$ cat config.mk
export PLATFORM = sky130hd
export DESIGN_NAME = rfp_flags
export DESIGN_NICKNAME = d
export VERILOG_FILES = /design/src/hdl/rfp_pkg.sv /design/src/hdl/rfp_clk_div.sv /design/src/hdl/rfp_flags.sv
export SDC_FILE = /design/constraint.sdc
export NUM_CORES = 1
export LEC_CHECK = 0
export BUFFER_PORTS_ARGS = -buffer_cell sky130_fd_sc_hd__buf_2
export CELL_PAD_IN_SITES_DETAIL_PLACEMENT = 0
export CELL_PAD_IN_SITES_GLOBAL_PLACEMENT = 1
export CORE_ASPECT_RATIO = 1.4
export CORE_MARGIN = 2
export CORE_UTILIZATION = 45
export CTS_BUF_LIST = sky130_fd_sc_hd__clkbuf_16
export DETAILED_ROUTE_END_ITERATION = 8
export PLACE_DENSITY = 0.84
export SLEW_MARGIN = 40
export SYNTH_ARGS = -nofsm -noshare
export SYNTH_HDL_FRONTEND = slang
export SYNTH_SLANG_ARGS = --single-unit
$ cat constraint.sdc
create_clock -name pclk -period 4.9 [get_ports pclk]
set_clock_uncertainty 0.15 [all_clocks]
set_input_delay 1.47 -clock pclk [delete_from_list [all_inputs] [get_ports pclk]]
set_output_delay 1.47 -clock pclk [all_outputs]
set_load 0.01 [all_outputs]
$ cat src/hdl/rfp_pkg.sv
// How it works
// RQ1 - Six pins, each with 2-bit route, reset zero
// RQ2 - Clock output divides reference, RC, or off
// RQ3 - Mode settled flag sets per mode, clears on change except a change into sleep, which sets it
// RQ4 - Receive settled after level, gain, frequency steps
// RQ5 - Transmit settled after amplifier ramp-up
// RQ6 - Lock flag follows synthesizer lock in active modes
// RQ7 - Level flag above trigger; leave receive or write clears
// RQ8 - Timeout flag on expiry; clears leaving receive, emptying
// RQ9 - Intermediate flag follows intermediate mode entry and exit
// RQ10 - Frame start on sync plus address; clear rules
// RQ11 - Queue full exactly at 66 bytes
// RQ12 - Queue occupied with one or more bytes
// RQ13 - Above-mark strictly greater than watermark
// RQ14 - Overflow flag outside sleep; writing one flushes queue
// RQ15 - Frame transmitted flag in transmit, clears leaving
// RQ16 - Frame received after last byte, check if auto-clear
// RQ17 - Check pass flag in receive, clears when empty
// RQ18 - Level trigger register resets to 0xe4
// RQ19 - Listen start limit times 16 bits, zero disables
// RQ20 - Post detect limit times 16 bits, zero disables
// RQ21 - Auto-clear failing check flushes and restarts reception
// RQ22 - Measured level register resets to 0xff
// RQ23 - Reading flag registers has no side effect
// RQ24 - Route code selects per-mode source signal
package rfp_pkg;

  localparam logic [5:0] IDX_MEASURED_LEVEL = 6'h24;
  localparam logic [5:0] IDX_PIN_FUNCTION_SELECT_A = 6'h25;
  localparam logic [5:0] IDX_PIN_FUNCTION_SELECT_B = 6'h26;
  localparam logic [5:0] IDX_EVENT_FLAGS_A = 6'h27;
  localparam logic [5:0] IDX_EVENT_FLAGS_B = 6'h28;
  localparam logic [5:0] IDX_SIGNAL_LEVEL_THRESHOLD = 6'h29;
  localparam logic [5:0] IDX_RECEIVE_START_TIMEOUT = 6'h2a;
  localparam logic [5:0] IDX_POST_DETECT_TIMEOUT = 6'h2b;

  localparam logic [7:0] RST_PIN_MAP = 8'h00;
  localparam logic [2:0] RST_REF_DIVIDER = 3'h7;
  localparam logic [7:0] RST_LEVEL_TRIGGER = 8'he4;
  localparam logic [7:0] RST_TIMEOUT = 8'h00;
  localparam logic [7:0] RST_MEASURED_LEVEL = 8'hff;

  localparam int BIT_OP_SETTLED = 7;
  localparam int BIT_LEVEL = 3;
  localparam int BIT_FRAME_START = 0;
  localparam int BIT_OVERFLOW = 4;

  localparam logic [2:0] CLK_SEL_RC = 3'h6;
  localparam logic [2:0] CLK_SEL_OFF = 3'h7;

  localparam logic [2:0] MODE_SLEEP = 3'h0;
  localparam logic [2:0] MODE_STANDBY = 3'h1;
  localparam logic [2:0] MODE_SYNTH = 3'h2;
  localparam logic [2:0] MODE_TX = 3'h3;
  localparam logic [2:0] MODE_RX = 3'h4;

  localparam int TMO_UNIT_BITS = 16;
  localparam int QUEUE_BYTES = 66;

endpackage

$ cat src/hdl/rfp_clk_div.sv
module rfp_clk_div
  import rfp_pkg::*;
(
  // Clock and reset
  input wire logic pclk,
  input wire logic presetn,
  // Reference and selection
  input wire logic ref_tick,
  input wire logic rc_osc_in,
  input wire logic [2:0] ref_divider_select,
  // Outputs
  output logic clk_out,
  output logic rc_osc_enable
);

  logic [4:0] cnt;
  logic [4:0] half;
  logic wrap;

  // Last count of each half period of the divided reference (ticks per half period minus one)
  assign half = 5'((6'h01 << ref_divider_select) - 6'h01);
  assign wrap = cnt >= half;

  always_ff @(posedge pclk or negedge presetn)
  begin
    if (!presetn)
    begin
      cnt <= 5'h00;
      clk_out <= 1'b0;
      rc_osc_enable <= 1'b0;
    end
    else
    begin
      rc_osc_enable <= ref_divider_select == CLK_SEL_RC; // see RQ2
      if (ref_divider_select == CLK_SEL_OFF)
      begin
        cnt <= 5'h00;
        clk_out <= 1'b0; // see RQ2
      end
      else if (ref_divider_select == CLK_SEL_RC)
      begin
        cnt <= 5'h00;
        clk_out <= rc_osc_in; // see RQ2
      end
      else if (ref_tick)
      begin
        cnt <= wrap ? 5'h00 : cnt + 5'h01;
        if (wrap)
        begin
          clk_out <= !clk_out; // see RQ2
        end
      end
    end
  end

endmodule

$ cat src/hdl/rfp_flags.sv
// Our own choice: the APB slave port.
module rfp_flags
  import rfp_pkg::*;
#(
  parameter int QUEUE_DEPTH = QUEUE_BYTES
)
(
  // APB
  input wire logic pclk,
  input wire logic presetn,
  input wire logic psel,
  input wire logic penable,
  input wire logic pwrite,
  input wire logic [7:0] paddr,
  input wire logic [31:0] pwdata,
  output logic [31:0] prdata,
  output logic pready,
  output logic pslverr,
  // Operating mode and modem
  input wire logic [2:0] op_mode,
  input wire logic intermediate_active,
  input wire logic packet_mode,
  input wire logic xo_running,
  input wire logic pll_locked,
  input wire logic sampling_started,
  input wire logic rx_chain_done,
  input wire logic pa_ramp_done,
  input wire logic level_valid,
  input wire logic [7:0] level_sample,
  input wire logic bit_tick,
  // Packet engine and queue
  input wire logic sync_seen,
  input wire logic addr_filter_on,
  input wire logic addr_ok,
  input wire logic [6:0] fifo_count,
  input wire logic [6:0] queue_watermark,
  input wire logic fifo_overrun,
  input wire logic tx_frame_done,
  input wire logic rx_last_byte,
  input wire logic crc_on,
  input wire logic crc_good,
  input wire logic keep_on_check_fail,
  output logic fifo_flush,
  output logic restart_rx,
  // Pins
  input wire logic [23:0] route_src,
  output logic [5:0] pin_out,
  input wire logic ref_tick,
  input wire logic rc_osc_in,
  output logic clk_out,
  output logic rc_osc_enable
);

  function automatic logic tmo_due(input logic [11:0] cnt, input logic [7:0] lim);
    return (cnt + 12'h001) == 12'(12'(lim) * 12'(TMO_UNIT_BITS));
  endfunction

  // Register storage
  logic [7:0] pin_function_select_a;
  logic [5:0] pin_function_select_b;
  logic [7:0] level_trigger;
  logic [7:0] listen_start_limit;
  logic [7:0] post_detect_limit;
  logic [7:0] measured_level;
  logic [2:0] ref_divider_select;
  // Flags
  logic op_state_settled;
  logic receive_settled;
  logic transmit_settled;
  logic synth_locked_flag;
  logic level_flag;
  logic timeout_flag;
  logic intermediate_state_flag;
  logic frame_start_detected;
  logic queue_full_flag;
  logic queue_occupied_flag;
  logic queue_above_mark_flag;
  logic queue_overflow_flag;
  logic frame_transmitted_flag;
  logic frame_received_flag;
  logic check_pass_flag;
  // Timeouts
  logic [2:0] prev_mode;
  logic st_run;
  logic pd_run;
  logic [11:0] st_cnt;
  logic [11:0] pd_cnt;
  // Bus decode
  logic acc;
  logic wr;
  logic [5:0] idx;
  logic mapped;
  logic wr_a;
  logic wr_b;
  logic wr_fa;
  logic wr_fb;
  logic wr_th;
  logic wr_t1;
  logic wr_t2;
  logic [7:0] flags_a;
  logic [7:0] flags_b;
  logic [7:0] rd_byte;

  assign acc = psel && penable && !pready;
  assign wr = psel && penable && pready && pwrite && !pslverr;
  assign idx = paddr[7:2];
  assign mapped = (paddr[1:0] == 2'h0) && (idx >= IDX_MEASURED_LEVEL) &&
                  (idx <= IDX_POST_DETECT_TIMEOUT);
  assign wr_a = wr && idx == IDX_PIN_FUNCTION_SELECT_A;
  assign wr_b = wr && idx == IDX_PIN_FUNCTION_SELECT_B;
  assign wr_fa = wr && idx == IDX_EVENT_FLAGS_A;
  assign wr_fb = wr && idx == IDX_EVENT_FLAGS_B;
  assign wr_th = wr && idx == IDX_SIGNAL_LEVEL_THRESHOLD;
  assign wr_t1 = wr && idx == IDX_RECEIVE_START_TIMEOUT;
  assign wr_t2 = wr && idx == IDX_POST_DETECT_TIMEOUT;

  assign flags_a = {op_state_settled, receive_settled, transmit_settled, synth_locked_flag,
                    level_flag, timeout_flag, intermediate_state_flag, frame_start_detected};
  assign flags_b = {queue_full_flag, queue_occupied_flag, queue_above_mark_flag,
                    queue_overflow_flag, frame_transmitted_flag, frame_received_flag,
                    check_pass_flag, 1'b0};

  // Reads only select; no flag is touched by a read
  assign rd_byte = idx == IDX_MEASURED_LEVEL ? measured_level :
                   idx == IDX_PIN_FUNCTION_SELECT_A ? pin_function_select_a :
                   idx == IDX_PIN_FUNCTION_SELECT_B ?
                     {pin_function_select_b[5:2], 1'b0, ref_divider_select} :
                   idx == IDX_EVENT_FLAGS_A ? flags_a :
                   idx == IDX_EVENT_FLAGS_B ? flags_b :
                   idx == IDX_SIGNAL_LEVEL_THRESHOLD ? level_trigger :
                   idx == IDX_RECEIVE_START_TIMEOUT ? listen_start_limit :
                   post_detect_limit; // see RQ23

  always_ff @(posedge pclk or negedge presetn)
  begin
    if (!presetn)
    begin
      pready <= 1'b0;
      pslverr <= 1'b0;
      prdata <= 32'h0000_0000;
    end
    else
    begin
      pready <= acc;
      pslverr <= acc && !mapped;
      prdata <= (acc && mapped && !pwrite) ? {24'h00_0000, rd_byte} : 32'h0000_0000;
    end
  end

  // Configuration registers
  always_ff @(posedge pclk or negedge presetn)
  begin
    if (!presetn)
    begin
      pin_function_select_a <= RST_PIN_MAP; // see RQ1
      pin_function_select_b <= RST_PIN_MAP[7:2]; // see RQ1
      ref_divider_select <= RST_REF_DIVIDER; // see RQ2
      level_trigger <= RST_LEVEL_TRIGGER; // see RQ18
      listen_start_limit <= RST_TIMEOUT;
      post_detect_limit <= RST_TIMEOUT;
      measured_level <= RST_MEASURED_LEVEL; // see RQ22
    end
    else
    begin
      if (wr_a)
        pin_function_select_a <= pwdata[7:0];
      if (wr_b)
      begin
        pin_function_select_b <= {pwdata[7:4], 2'h0};
        ref_divider_select <= pwdata[2:0];
      end
      if (wr_th)
        level_trigger <= pwdata[7:0];
      if (wr_t1)
        listen_start_limit <= pwdata[7:0];
      if (wr_t2)
        post_detect_limit <= pwdata[7:0];
      if (level_valid)
        measured_level <= level_sample; // see RQ22
    end
  end

  // Mode tracking
  logic in_rx;
  logic in_tx;
  logic mode_change;
  logic enter_rx;
  logic leave_rx;
  logic mode_met;
  logic level_hit;
  logic level_event;
  logic fifo_emptied;
  logic frame_ok;
  logic check_fail;
  logic st_fire;
  logic pd_fire;
  assign in_rx = op_mode == MODE_RX;
  assign in_tx = op_mode == MODE_TX;
  assign mode_change = op_mode != prev_mode;
  assign enter_rx = in_rx && prev_mode != MODE_RX;
  assign leave_rx = !in_rx && prev_mode == MODE_RX;
  assign mode_met = (op_mode == MODE_STANDBY && xo_running) ||
                    (op_mode == MODE_SYNTH && pll_locked) ||
                    (in_rx && sampling_started) ||
                    (in_tx && pa_ramp_done); // see RQ3
  // Level above trigger means a smaller magnitude code
  assign level_hit = in_rx && level_valid && level_sample < level_trigger; // see RQ7
  assign level_event = level_hit && !level_flag;
  assign fifo_emptied = queue_occupied_flag && fifo_count == 7'h00;
  assign check_fail = in_rx && rx_last_byte && crc_on && !crc_good;
  assign frame_ok = in_rx && rx_last_byte &&
                    (!crc_on || crc_good || keep_on_check_fail); // see RQ16
  assign st_fire = st_run && bit_tick && tmo_due(st_cnt, listen_start_limit);
  assign pd_fire = pd_run && bit_tick && tmo_due(pd_cnt, post_detect_limit);

  // Status flags
  always_ff @(posedge pclk or negedge presetn)
  begin
    if (!presetn)
    begin
      prev_mode <= MODE_SLEEP;
      op_state_settled <= 1'b1; // see RQ3
      receive_settled <= 1'b0;
      transmit_settled <= 1'b0;
      synth_locked_flag <= 1'b0;
      intermediate_state_flag <= 1'b0;
      queue_full_flag <= 1'b0;
      queue_occupied_flag <= 1'b0;
      queue_above_mark_flag <= 1'b0;
    end
    else
    begin
      prev_mode <= op_mode;
      if (mode_change)
        op_state_settled <= op_mode == MODE_SLEEP; // see RQ3
      else if (mode_met)
        op_state_settled <= 1'b1; // see RQ3
      receive_settled <= in_rx && (receive_settled || rx_chain_done); // see RQ4
      transmit_settled <= in_tx && (transmit_settled || pa_ramp_done); // see RQ5
      synth_locked_flag <= pll_locked && (op_mode == MODE_SYNTH || in_rx || in_tx); // see RQ6
      intermediate_state_flag <= intermediate_active; // see RQ9
      queue_full_flag <= 32'(fifo_count) == QUEUE_DEPTH; // see RQ11
      queue_occupied_flag <= fifo_count != 7'h00; // see RQ12
      queue_above_mark_flag <= fifo_count > queue_watermark; // see RQ13
    end
  end

  // Event flags; a set in the same cycle as a clear wins
  always_ff @(posedge pclk or negedge presetn)
  begin
    if (!presetn)
    begin
      level_flag <= 1'b0;
      timeout_flag <= 1'b0;
      frame_start_detected <= 1'b0;
      queue_overflow_flag <= 1'b0;
      frame_transmitted_flag <= 1'b0;
      frame_received_flag <= 1'b0;
      check_pass_flag <= 1'b0;
    end
    else
    begin
      if (level_hit)
        level_flag <= 1'b1; // see RQ7
      else if (leave_rx || (wr_fa && pwdata[BIT_LEVEL]))
        level_flag <= 1'b0; // see RQ7
      if (st_fire || pd_fire)
        timeout_flag <= 1'b1; // see RQ8
      else if (leave_rx || fifo_emptied)
        timeout_flag <= 1'b0; // see RQ8
      if (in_rx && sync_seen && (!addr_filter_on || addr_ok))
        frame_start_detected <= 1'b1; // see RQ10
      else if (leave_rx || fifo_emptied ||
               (!packet_mode && wr_fa && pwdata[BIT_FRAME_START]))
        frame_start_detected <= 1'b0; // see RQ10
      if (fifo_overrun && op_mode != MODE_SLEEP)
        queue_overflow_flag <= 1'b1; // see RQ14
      else if (wr_fb && pwdata[BIT_OVERFLOW])
        queue_overflow_flag <= 1'b0; // see RQ14
      if (in_tx && tx_frame_done)
        frame_transmitted_flag <= 1'b1; // see RQ15
      else if (!in_tx)
        frame_transmitted_flag <= 1'b0; // see RQ15
      if (frame_ok)
        frame_received_flag <= 1'b1; // see RQ16
      else if (fifo_count == 7'h00)
        frame_received_flag <= 1'b0; // see RQ16
      if (in_rx && rx_last_byte && crc_on && crc_good)
        check_pass_flag <= 1'b1; // see RQ17
      else if (fifo_count == 7'h00)
        check_pass_flag <= 1'b0; // see RQ17
    end
  end

  // Queue flush and reception restart strobes
  always_ff @(posedge pclk or negedge presetn)
  begin
    if (!presetn)
    begin
      fifo_flush <= 1'b0;
      restart_rx <= 1'b0;
    end
    else
    begin
      fifo_flush <= (wr_fb && pwdata[BIT_OVERFLOW]) ||
                    (check_fail && !keep_on_check_fail); // see RQ14 see RQ21
      restart_rx <= check_fail && !keep_on_check_fail; // see RQ21
    end
  end

  // Receive timeouts counted in bit periods
  always_ff @(posedge pclk or negedge presetn)
  begin
    if (!presetn)
    begin
      st_run <= 1'b0;
      st_cnt <= 12'h000;
      pd_run <= 1'b0;
      pd_cnt <= 12'h000;
    end
    else
    begin
      if (enter_rx)
      begin
        st_run <= listen_start_limit != 8'h00; // see RQ19
        st_cnt <= 12'h000;
      end
      else if (!in_rx || level_event || st_fire)
        st_run <= 1'b0; // see RQ19
      else if (st_run && bit_tick)
        st_cnt <= st_cnt + 12'h001;
      if (level_event)
      begin
        pd_run <= post_detect_limit != 8'h00; // see RQ20
        pd_cnt <= 12'h000;
      end
      else if (!in_rx || frame_ok || pd_fire)
        pd_run <= 1'b0; // see RQ20
      else if (pd_run && bit_tick)
        pd_cnt <= pd_cnt + 12'h001;
    end
  end

  // Pin routing
  logic [11:0] routes;
  logic [5:0] pin_pick;
  assign routes = {pin_function_select_a, pin_function_select_b[5:2]};
  for (genvar k = 0; k < 6; k++)
  begin : g_pin
    assign pin_pick[k] = route_src[4 * k + int'(routes[11 - 2 * k -: 2])]; // see RQ1 see RQ24
  end
  always_ff @(posedge pclk or negedge presetn)
  begin
    if (!presetn)
      pin_out <= 6'h00;
    else
      pin_out <= pin_pick;
  end
  rfp_clk_div u_clk_div (
    .pclk(pclk),
    .presetn(presetn),
    .ref_tick(ref_tick),
    .rc_osc_in(rc_osc_in),
    .ref_divider_select(ref_divider_select),
    .clk_out(clk_out),
    .rc_osc_enable(rc_osc_enable)
  );

endmodule

[Yosys cells after proc, flatten, opt, wreduce, memory -nomap -nowiden]
Cells that the tools add are included.
Cells by class
  add/sub/neg operators: 9
  $lt $le $gt $ge: 11
  equal/unequal tests: 23
  shift-type cells: 1
  multiplexer cells: 58
  reductions and logical operators: 102
Operator list (count)
  $mux 12: 6
  $mux 8: 8
  $eq 6x6->1 const B: 8
  $logic_and 1x1->1: 48
  $mux 1: 34
  $bmux 1 s5: 5
  $add 12x1->12 const B: 2
  $eq 12x12->1: 2
  $reduce_bool 2->1: 11
  $mux 5: 4
  $logic_or 1x1->1: 19
  $reduce_bool 8->1: 2
  $add 5x2->6 const A: 2
  $eq 3x3->1 const B: 4
  $logic_not 1->1: 12
  $lt 5x6->1 const B: 2
  $lt 6x6->1 const B: 2
  $add 4x2->5 const A: 2
  $reduce_bool 3->1: 3
  $lt 8x8->1: 1
  $eq 7x7->1 const B: 1
  $gt 7x7->1: 1
  $logic_not 7->1: 1
  $reduce_bool 7->1: 1
  19 further kinds: 23
Word-level totals
  bits in registers: 116
  input port bits: 114
  output and inout port bits: 44
  word-level logic and storage cells: 240

[Longest topological paths before layout]
Gate-level depths: netlist of run 1.
  depth in word-level cells: 10
  mapped depth: 12
  mapped depth without buffers: 11

[By module]
A second synthesis of run 1 with hierarchy kept.
Second synthesis, totals
  cells, all modules: 740
  area total of the unflattened synthesis: 7159.4 µm²
Modules (own cells, without submodules)
  rfp_flags: times used 1, cells each 679, area an instance 6605.1 µm², seq. area each 2747.6 µm²
  rfp_clk_div: times used 1, cells each 61, area an instance 554.3 µm², seq. area each 175.2 µm²

[Worst setup path after synthesis of run 1]
OpenSTA, ideal clock, no wires.
  path kind: input -> register
  start point: input port level_sample[1]
  end point: register st_cnt[8]
  library setup time: 0.124 ns
  arrival time: 3.281 ns
  data required time: 4.626 ns
  setup slack: 1.345 ns
  stages on the path: 9
  path buffers: 1
  cells stage by stage: ha_1 -> a21o_1 -> a211o_1 -> a221oi_1 -> nand2b_1 -> nand3_2 -> buf_6 -> nor2_1 -> a211o_1
On the way
  cells in the longest elaborated chain, start to end: 7
RTL lines
  from (decl): RTL line rfp_flags.sv:29  | input wire logic [7:0] level_sample,
  $lt 8x8->1: RTL line rfp_flags.sv:207  | assign level_hit = in_rx && level_valid && level_sample < level_trigger;
  $logic_and 1x1->1: RTL line rfp_flags.sv:207
  $logic_and 1x1->1: RTL line rfp_flags.sv:208  | assign level_event = level_hit && !level_flag;
  $logic_or 1x1->1 (2 in series): RTL line rfp_flags.sv:328  | else if (!in_rx || level_event || st_fire)
  $ne 2x2->1 (no source line)
  $reduce_and 2->1 (no source line)
  to (signal assigned): RTL line rfp_flags.sv:331  | st_cnt <= st_cnt + 12'h001;
  to (decl): RTL line rfp_flags.sv:86  | logic [11:0] st_cnt;
No other way between the ends.
A chain may end at the register's enable or synchronous reset.

[Worst setup path after layout of run 1]
  start point: input port level_sample[1]
  end point: register st_cnt[0]
The elaborated chain is that of the path after synthesis.

==> results of run 1 <==
-- worst min-delay path by stage --
stage | start | to | slack (ps) | cells after the start
3_5_place_dp | check_pass_flag | check_pass_flag | 330 | 2
4_1_cts | pready | pready | 340 | 1
5_1_grt | pready | pready | 380 | 1
2_1_floorplan | queue_overflow_flag | queue_overflow_flag | 290 | 2
3_3_place_gp | pready | pready | 320 | 1
6_report | check_pass_flag | check_pass_flag | 340 | 2
-- Yosys cell counts, drive strengths merged (14+ instances only) --
master  number  area share
o21ai       30       0.021
dfstp       16       0.060
inv         30       0.016
nand3       34       0.026
ha          23       0.041
nor3        16       0.011
nand2       70       0.038
xnor2       15       0.019
mux2        44       0.070
clkbuf      24       0.013
a21oi       37       0.026
nor2        44       0.023
buf         36       0.041
dfrtp      100        0.35
xor2        14       0.019
-- stage by stage --
step                power [W]  setup slack (ps)  utilization  hold WS (ps)
floorplan             0.00115              1350            -           287
global placement      0.00124               751        0.492           315
detailed placement    0.00125               707        0.492           333
CTS                   0.00246              1130        0.530           338
global route          0.00254               990        0.530           376
finish                0.00245              1110        0.530           341
-- cell usage in the layout, fill, tap and decap left out, types with 8 or more instances in the layout --
cell and count:
a21oi_1 37, nor3_1 16, a211o_1 11, nand3_1 32, xnor2_1 15, dfrtp_1 100, dfstp_2 16, xor2_1 12
mux2i_1 10, inv_1 33, o31ai_1 8, o21ai_0 30, nand2b_1 8, nand4_1 12, a21o_1 11, conb_1 24
buf_2 108, mux2_2 44, o211ai_1 8, nor2_1 44, nand2_1 68, clkbuf_16 17, ha_1 23
-- final cells by class --
type	instances	area share
clock buffers	17	0.0519
clock inverters	15	0.0182
inverters	30	0.0137
multi-input cells	536	0.456
flip-flops and latches	116	0.357
well taps	196	0.0299
repair buffers	116	0.0738
-- sequential cells by signal (all words and copies together) (netlist names), 3 cells and up --
signal and flops:
st_cnt 12, u_clk_div.cnt 5, level_trigger 8, post_detect_limit 8
prev_mode 3, measured_level 8, pin_function_select_b 4, listen_start_limit 8
pin_out 6, prdata 8, ref_divider_select 3, pin_function_select_a 8
pd_cnt 12
-- power breakdown --
part	switching (W)	internal, W
clock	0.000428	0.000783
sequential	0.0000211	0.000993
combinational	0.000128	0.0000921
total	0.000577	0.00187
-- routing by layer --
layer  GRT usage  share of wire  routed length (um)
met5           0              0                   0
met4      0.0862          0.030                 535
met3      0.0462          0.057                1030
met2       0.386           0.52                9380
met1       0.275           0.40                7160
-- worst max-delay path, stage by stage --
cell      delay, ps
buf_2           110
ha_1            280
a21o_1          160
a211o_1         290
a221oi_1        660
nand2b_1        250
nand4_2         200
a21o_1          350
mux2_2          220
-- logic make-up (layout without fill, tap and decap cells) --
group	after synthesis	in the layout	share of synthesized area
fa+ha+maj	23	23	0.0408
buf+inv	90	178	0.0698
xor+xnor	29	29	0.0381
mux	61	61	0.107
simple gates	250	250	0.185
flops	116	116	0.414
compound gates	149	149	0.145
other cells	1	24	0.000531
==> impl_metrics.yaml, run 1 <==
placed_design:
  dp.cells: 994
  port_buffers: 109
  dp_hpwl_um: 13500
  place_area_sq_um: 7620
  place.gp.congestion: 0.912
clock_tree:
  cts-resized-gates: 0
  cts_hold_buf: 0
  cts_tree: "done"
  clk_path_buf_depth: 2
  cts_htree_levels: 4
  cts_buffers: 17
  cts.sinks: 116
  clk_latency_ps: 410
  clkTransAtPathRegs_ps: 50
  cts_setup_buffers: 0
  root_buffer: "clkbuf_16"
global_routing:
  grt_first_pass_wirelength_um: 29400
  antenna_found_initial: 0
  first_global_vias: 5894
  grt_max_degree: 83
  overflow: 0
  grt_use_total: 0.226
floorplanning:
  die_h_um: 152
  initial_utilization: 0.456
  fp.dieW_um: 110
  die_area_sq_um: 16700
  num_io_pins: 158
  fp.coreArea_sq_um: 15500
  std_cell_rows: 54
critical_path:
  reg2reg_setup_slack_ps: 1840
  critPathCaptureType: "flip-flop"
  cp.required_ps: 5100
  r2r-end: "st_cnt[0]"
  arrival_ps: 3990
  startpoint: "level_sample[1]"
  crit_type: "in -> reg"
  critPathLaunchType: "input pin"
  crit_end: "st_cnt[0]"
  critPathMaxFanout: 10
  reg2reg_depth: 9
  rr_startpoint: "level_trigger[1]"
run:
  cap_violations: 0
synth:
  yosysSeqAreaShare: 0.414
  async_flop_share: 1.00
  ys_warn_count: 0
  syn-instance-count: 719
  netlist_area_sq_um: 7060
  ys_types: 80
  ys_ff_latch: 116
  synth_area_per_cell_sq_um: 9.82
  synth-edff-count: 0
  synth_ff_type: "dfrtp_1"
sta:
  maxSlewHeadroom: 0.507
  setup_viol: 0
  rsz0062_at_grt: "no"
  worstMarginPinSlew_ps: 739
  tns_ps: 0
  fin_crit_ps: 3790
  hold_violations: 0
  drv_slew: 0
  timing.fmax_mhz: 264
  min_period_over_period: 0.774
final_layout:
  seq_area_sq_um: 2920
  nets: 954
  antennaDiodeCount: 0
  multi_input_area_sq_um: 3730
  final_cell_count_no_fill: 1026
  drive_above_1_share: 0.284
  nFillCells: 1377
  area_growth_pct: 16.1
  finalInstanceArea_sq_um: 8190
detailed_routing:
  drt_first_pass_iters: 7
  drt_iter0_markers: 486
  final_antenna_net_count: 0
  wl_per_cell_um: 17.7
  dr_total_vias: 5875
  drt_wl_total_um: 18100
  vias_per_cell: 5.73
  route.detailed.drc: 0
pwr:
  p_per_area_nw_per_um2: 298
  peakVddDrop_mv: 0.211
  p_leak_nw: 3.85
outcome:
  status: "completed"
worst_hold_path:
  min_path_type: "reg -> reg"
Note: power is estimated with default switching activity, not from simulation.
==> run 2: changes to the inputs <==
- ABC_AREA: default -> 1
- CORE_UTILIZATION: 45 -> 39
- PLACE_DENSITY: 0.84 -> 0.78
- clock period: 4.9 -> 3.9 ns (I/O delays scaled with it)
==> run 2 against run 1 <==
  * Global-route usage down 0.68 points
  * Die area up 15%
  * Design area rose by 2.6%
  * Register-to-register slack worse by 550 ps
  * Routed wire length rose by 11%
  * Synthesized area decreased by 0.21%
  * Via count grew 10%
  * Largest cell class unchanged
  * Worst setup slack gained 3.5 ps
  * Utilization shrank 5.9 points
  * Clock power grew 36%
  * Highest routed layer unchanged
  * Power grew 37%
==> impl_metrics.yaml, run 2 <==
sta:
  drv_slew: 0
  fin_crit_ps: 2790
  worstMarginPinSlew_ps: 720
  rsz0062_at_grt: "no"
  tns_ps: 0
  maxSlewHeadroom: 0.520
  hold_violations: 0
  min_period_over_period: 0.716
  timing.fmax_mhz: 358
  setup_viol: 0
final_layout:
  nets: 1215
  nFillCells: 1881
  largestRegisters: "pd_cnt: 12 flops, st_cnt: 12 flops"
  drive_above_1_share: 0.171
  final_common_cell: "nand2_1"
  fin_util: 0.471
  final_cell_mix: "nand2_1 (296), inv_1 (125), buf_2 (108), dfrtp_1 (100), nand3_1 (87)"
  area_growth_pct: 19.3
  antennaDiodeCount: 0
  finalInstanceArea_sq_um: 8410
global_routing:
  overflow: 0
  grt-busiest-layer: "met2"
  first_global_vias: 6303
  use_met3: 0.0436
  globalRouteMet1Util: 0.242
  grt_first_pass_wirelength_um: 32500
  antenna_found_initial: 0
  grt_use_total: 0.219
  grt_max_degree: 47
  use_met2: 0.398
worst_hold_path:
  hold_end: "measured_level[2]"
  min_path_type: "reg -> reg"
  whs_path_depth: 2
  worstHoldStart: "measured_level[2]"
critical_path:
  critPathCaptureType: "flip-flop"
  crit_buf_inv: 2
  critPathMaxFanout: 16
  startpoint: "paddr[6]"
  arrival_ps: 2920
  crit_chain: "buf_2 > inv_1 > nand2_1 > nor2_1 > nand2_1 > nand2_1 > o21ai_0 > o21ai_0 > nand2_1 > nand2_1 > o21ai_0 > nand2_1 > a21oi_1"
  worst-path-stages: 13
  r2r-end: "pd_cnt[8]"
  cp.required_ps: 4020
  slowest_delay_ps: 370
  rr_startpoint: "pd_cnt[0]"
  cpMaxStageDelayCell: "nand2_1"
  reg2reg_depth: 16
  critPathLaunchType: "input pin"
  crit_type: "in -> reg"
  reg2reg_setup_slack_ps: 1290
  crit_family: "simple AND/OR/NAND/NOR gates"
  critPathMostFrequentCell: "nand2_1"
clock_tree:
  root_buffer: "clkbuf_16"
  cts-resized-gates: 0
  cts.sinks: 116
  cts_htree_levels: 4
  clkTransAtPathRegs_ps: 60
  cts_buffers: 17
  clk_path_buf_depth: 2
  clk_latency_ps: 430
  cts_hold_buf: 0
  cts_setup_buffers: 0
  cts_tree: "done"
synth:
  async_flop_share: 1.00
  netlist_area_sq_um: 7040
  synth.top_cell.area_share: 0.355
  ys_warn_count: 0
  synth.area.top_cells: "dfrtp_1 (36%), nand2_1 (16%), inv_1 (6.7%)"
  synth_most_common_cell: "nand2_1"
  ys_types: 42
  yosysSeqAreaShare: 0.415
  synth_ff_type: "dfrtp_1"
  synth-edff-count: 0
  ys_ff_latch: 116
  syn-instance-count: 962
  synth_area_per_cell_sq_um: 7.32
  yosys.area.top_type: "dfrtp_1"
  synthTopCellsByCount: "nand2_1 (296), inv_1 (125), dfrtp_1 (100)"
detailed_routing:
  route.detailed.drc: 0
  drt_first_pass_iters: 4
  dr_total_vias: 6479
  final_antenna_net_count: 0
  drt_wl_total_um: 20100
  wl_per_cell_um: 15.1
  drt_iter0_markers: 345
  vias_per_cell: 4.87
pwr:
  p_leak_nw: 4.30
  peakVddDrop_mv: 0.239
  p_sw_frac: 0.271
  pwr-share-seq: 0.397
  p_int_w: 0.00243
  p_clk_frac: 0.495
  p_per_area_nw_per_um2: 397
  combPwrFrac: 0.108
  power.switching_w: 0.000904
placed_design:
  place_area_sq_um: 7790
  port_buffers: 109
  dp_hpwl_um: 15400
  place.gp.congestion: 0.896
floorplanning:
  die_area_sq_um: 19200
  num_io_pins: 158
  fp.dieW_um: 118
  fp.coreArea_sq_um: 17900
  initial_utilization: 0.395
  die_h_um: 163
  std_cell_rows: 58
run:
  cap_violations: 0
outcome:
  status: "completed"
## run 2: how the worst max path moves through the flow
stage	endpoint	slack, ps
2_1_floorplan	st_cnt[10]	1200
3_3_place_gp	pd_cnt[8]	650
3_5_place_dp	prdata[5]	680
4_1_cts	prdata[6]	1110
5_1_grt	prdata[5]	810
6_report	prdata[6]	1110
## run 2: kinds of logic (layout without fill, tap and decap cells)
group	count (synthesis)	count (layout)	share of synthesized area
flops	116	116	0.415
buf+inv	170	276	0.108
fa+ha+maj	23	23	0.0409
compound gates	148	148	0.119
xor+xnor	12	12	0.0169
other cells	1	24	0.000532
simple gates	492	492	0.300
## run 2: metrics by stage
step                setup slack (ps)  instances  power, W  hold slack [ps]
floorplan                       1200        985   0.00157              291
global placement                 654       1299   0.00170              297
detailed placement               683       1299   0.00171              302
CTS                             1110       1331   0.00337              312
global route                     812       1331   0.00349              328
finish                          1110       1331   0.00334              312
## run 2: tightest hold or removal path, delay by kind of cell, from the launching register on
family | cells | cell delay, ps
flip-flops | 1 | 360
AND/OR/NAND/NOR | 2 | 90
## run 2: metal layers
layer | routed length [um] | share of wire | vias to the layer above
met2 | 10500 | 0.52 | 173
met4 | 851 | 0.042 | 0
met3 | 815 | 0.041 | 39
met5 | 0 | 0 | -
li1 | - | - | 3314
met1 | 7970 | 0.40 | 2953
## run 2: power groups by stage
stage / logic, W / registers (W) / clock network [W]
2_1_floorplan: 0.000236 / 0.00133 / 0
3_3_place_gp: 0.000359 / 0.00134 / 0
3_5_place_dp: 0.000363 / 0.00135 / 0
4_1_cts: 0.000365 / 0.00133 / 0.00168
5_1_grt: 0.000416 / 0.00133 / 0.00174
6_report: 0.000359 / 0.00133 / 0.00165
## run 2: final cells by class
class,instances,area (sq um),share of cell area
multi-input combinational,699,3450,0.410
sequential,116,2920,0.348
clock buffer,17,425,0.0506
timing repair buffer,118,641,0.0762
tap,240,300,0.0357
clock inverter,15,195,0.0232
inverter,126,473,0.0563
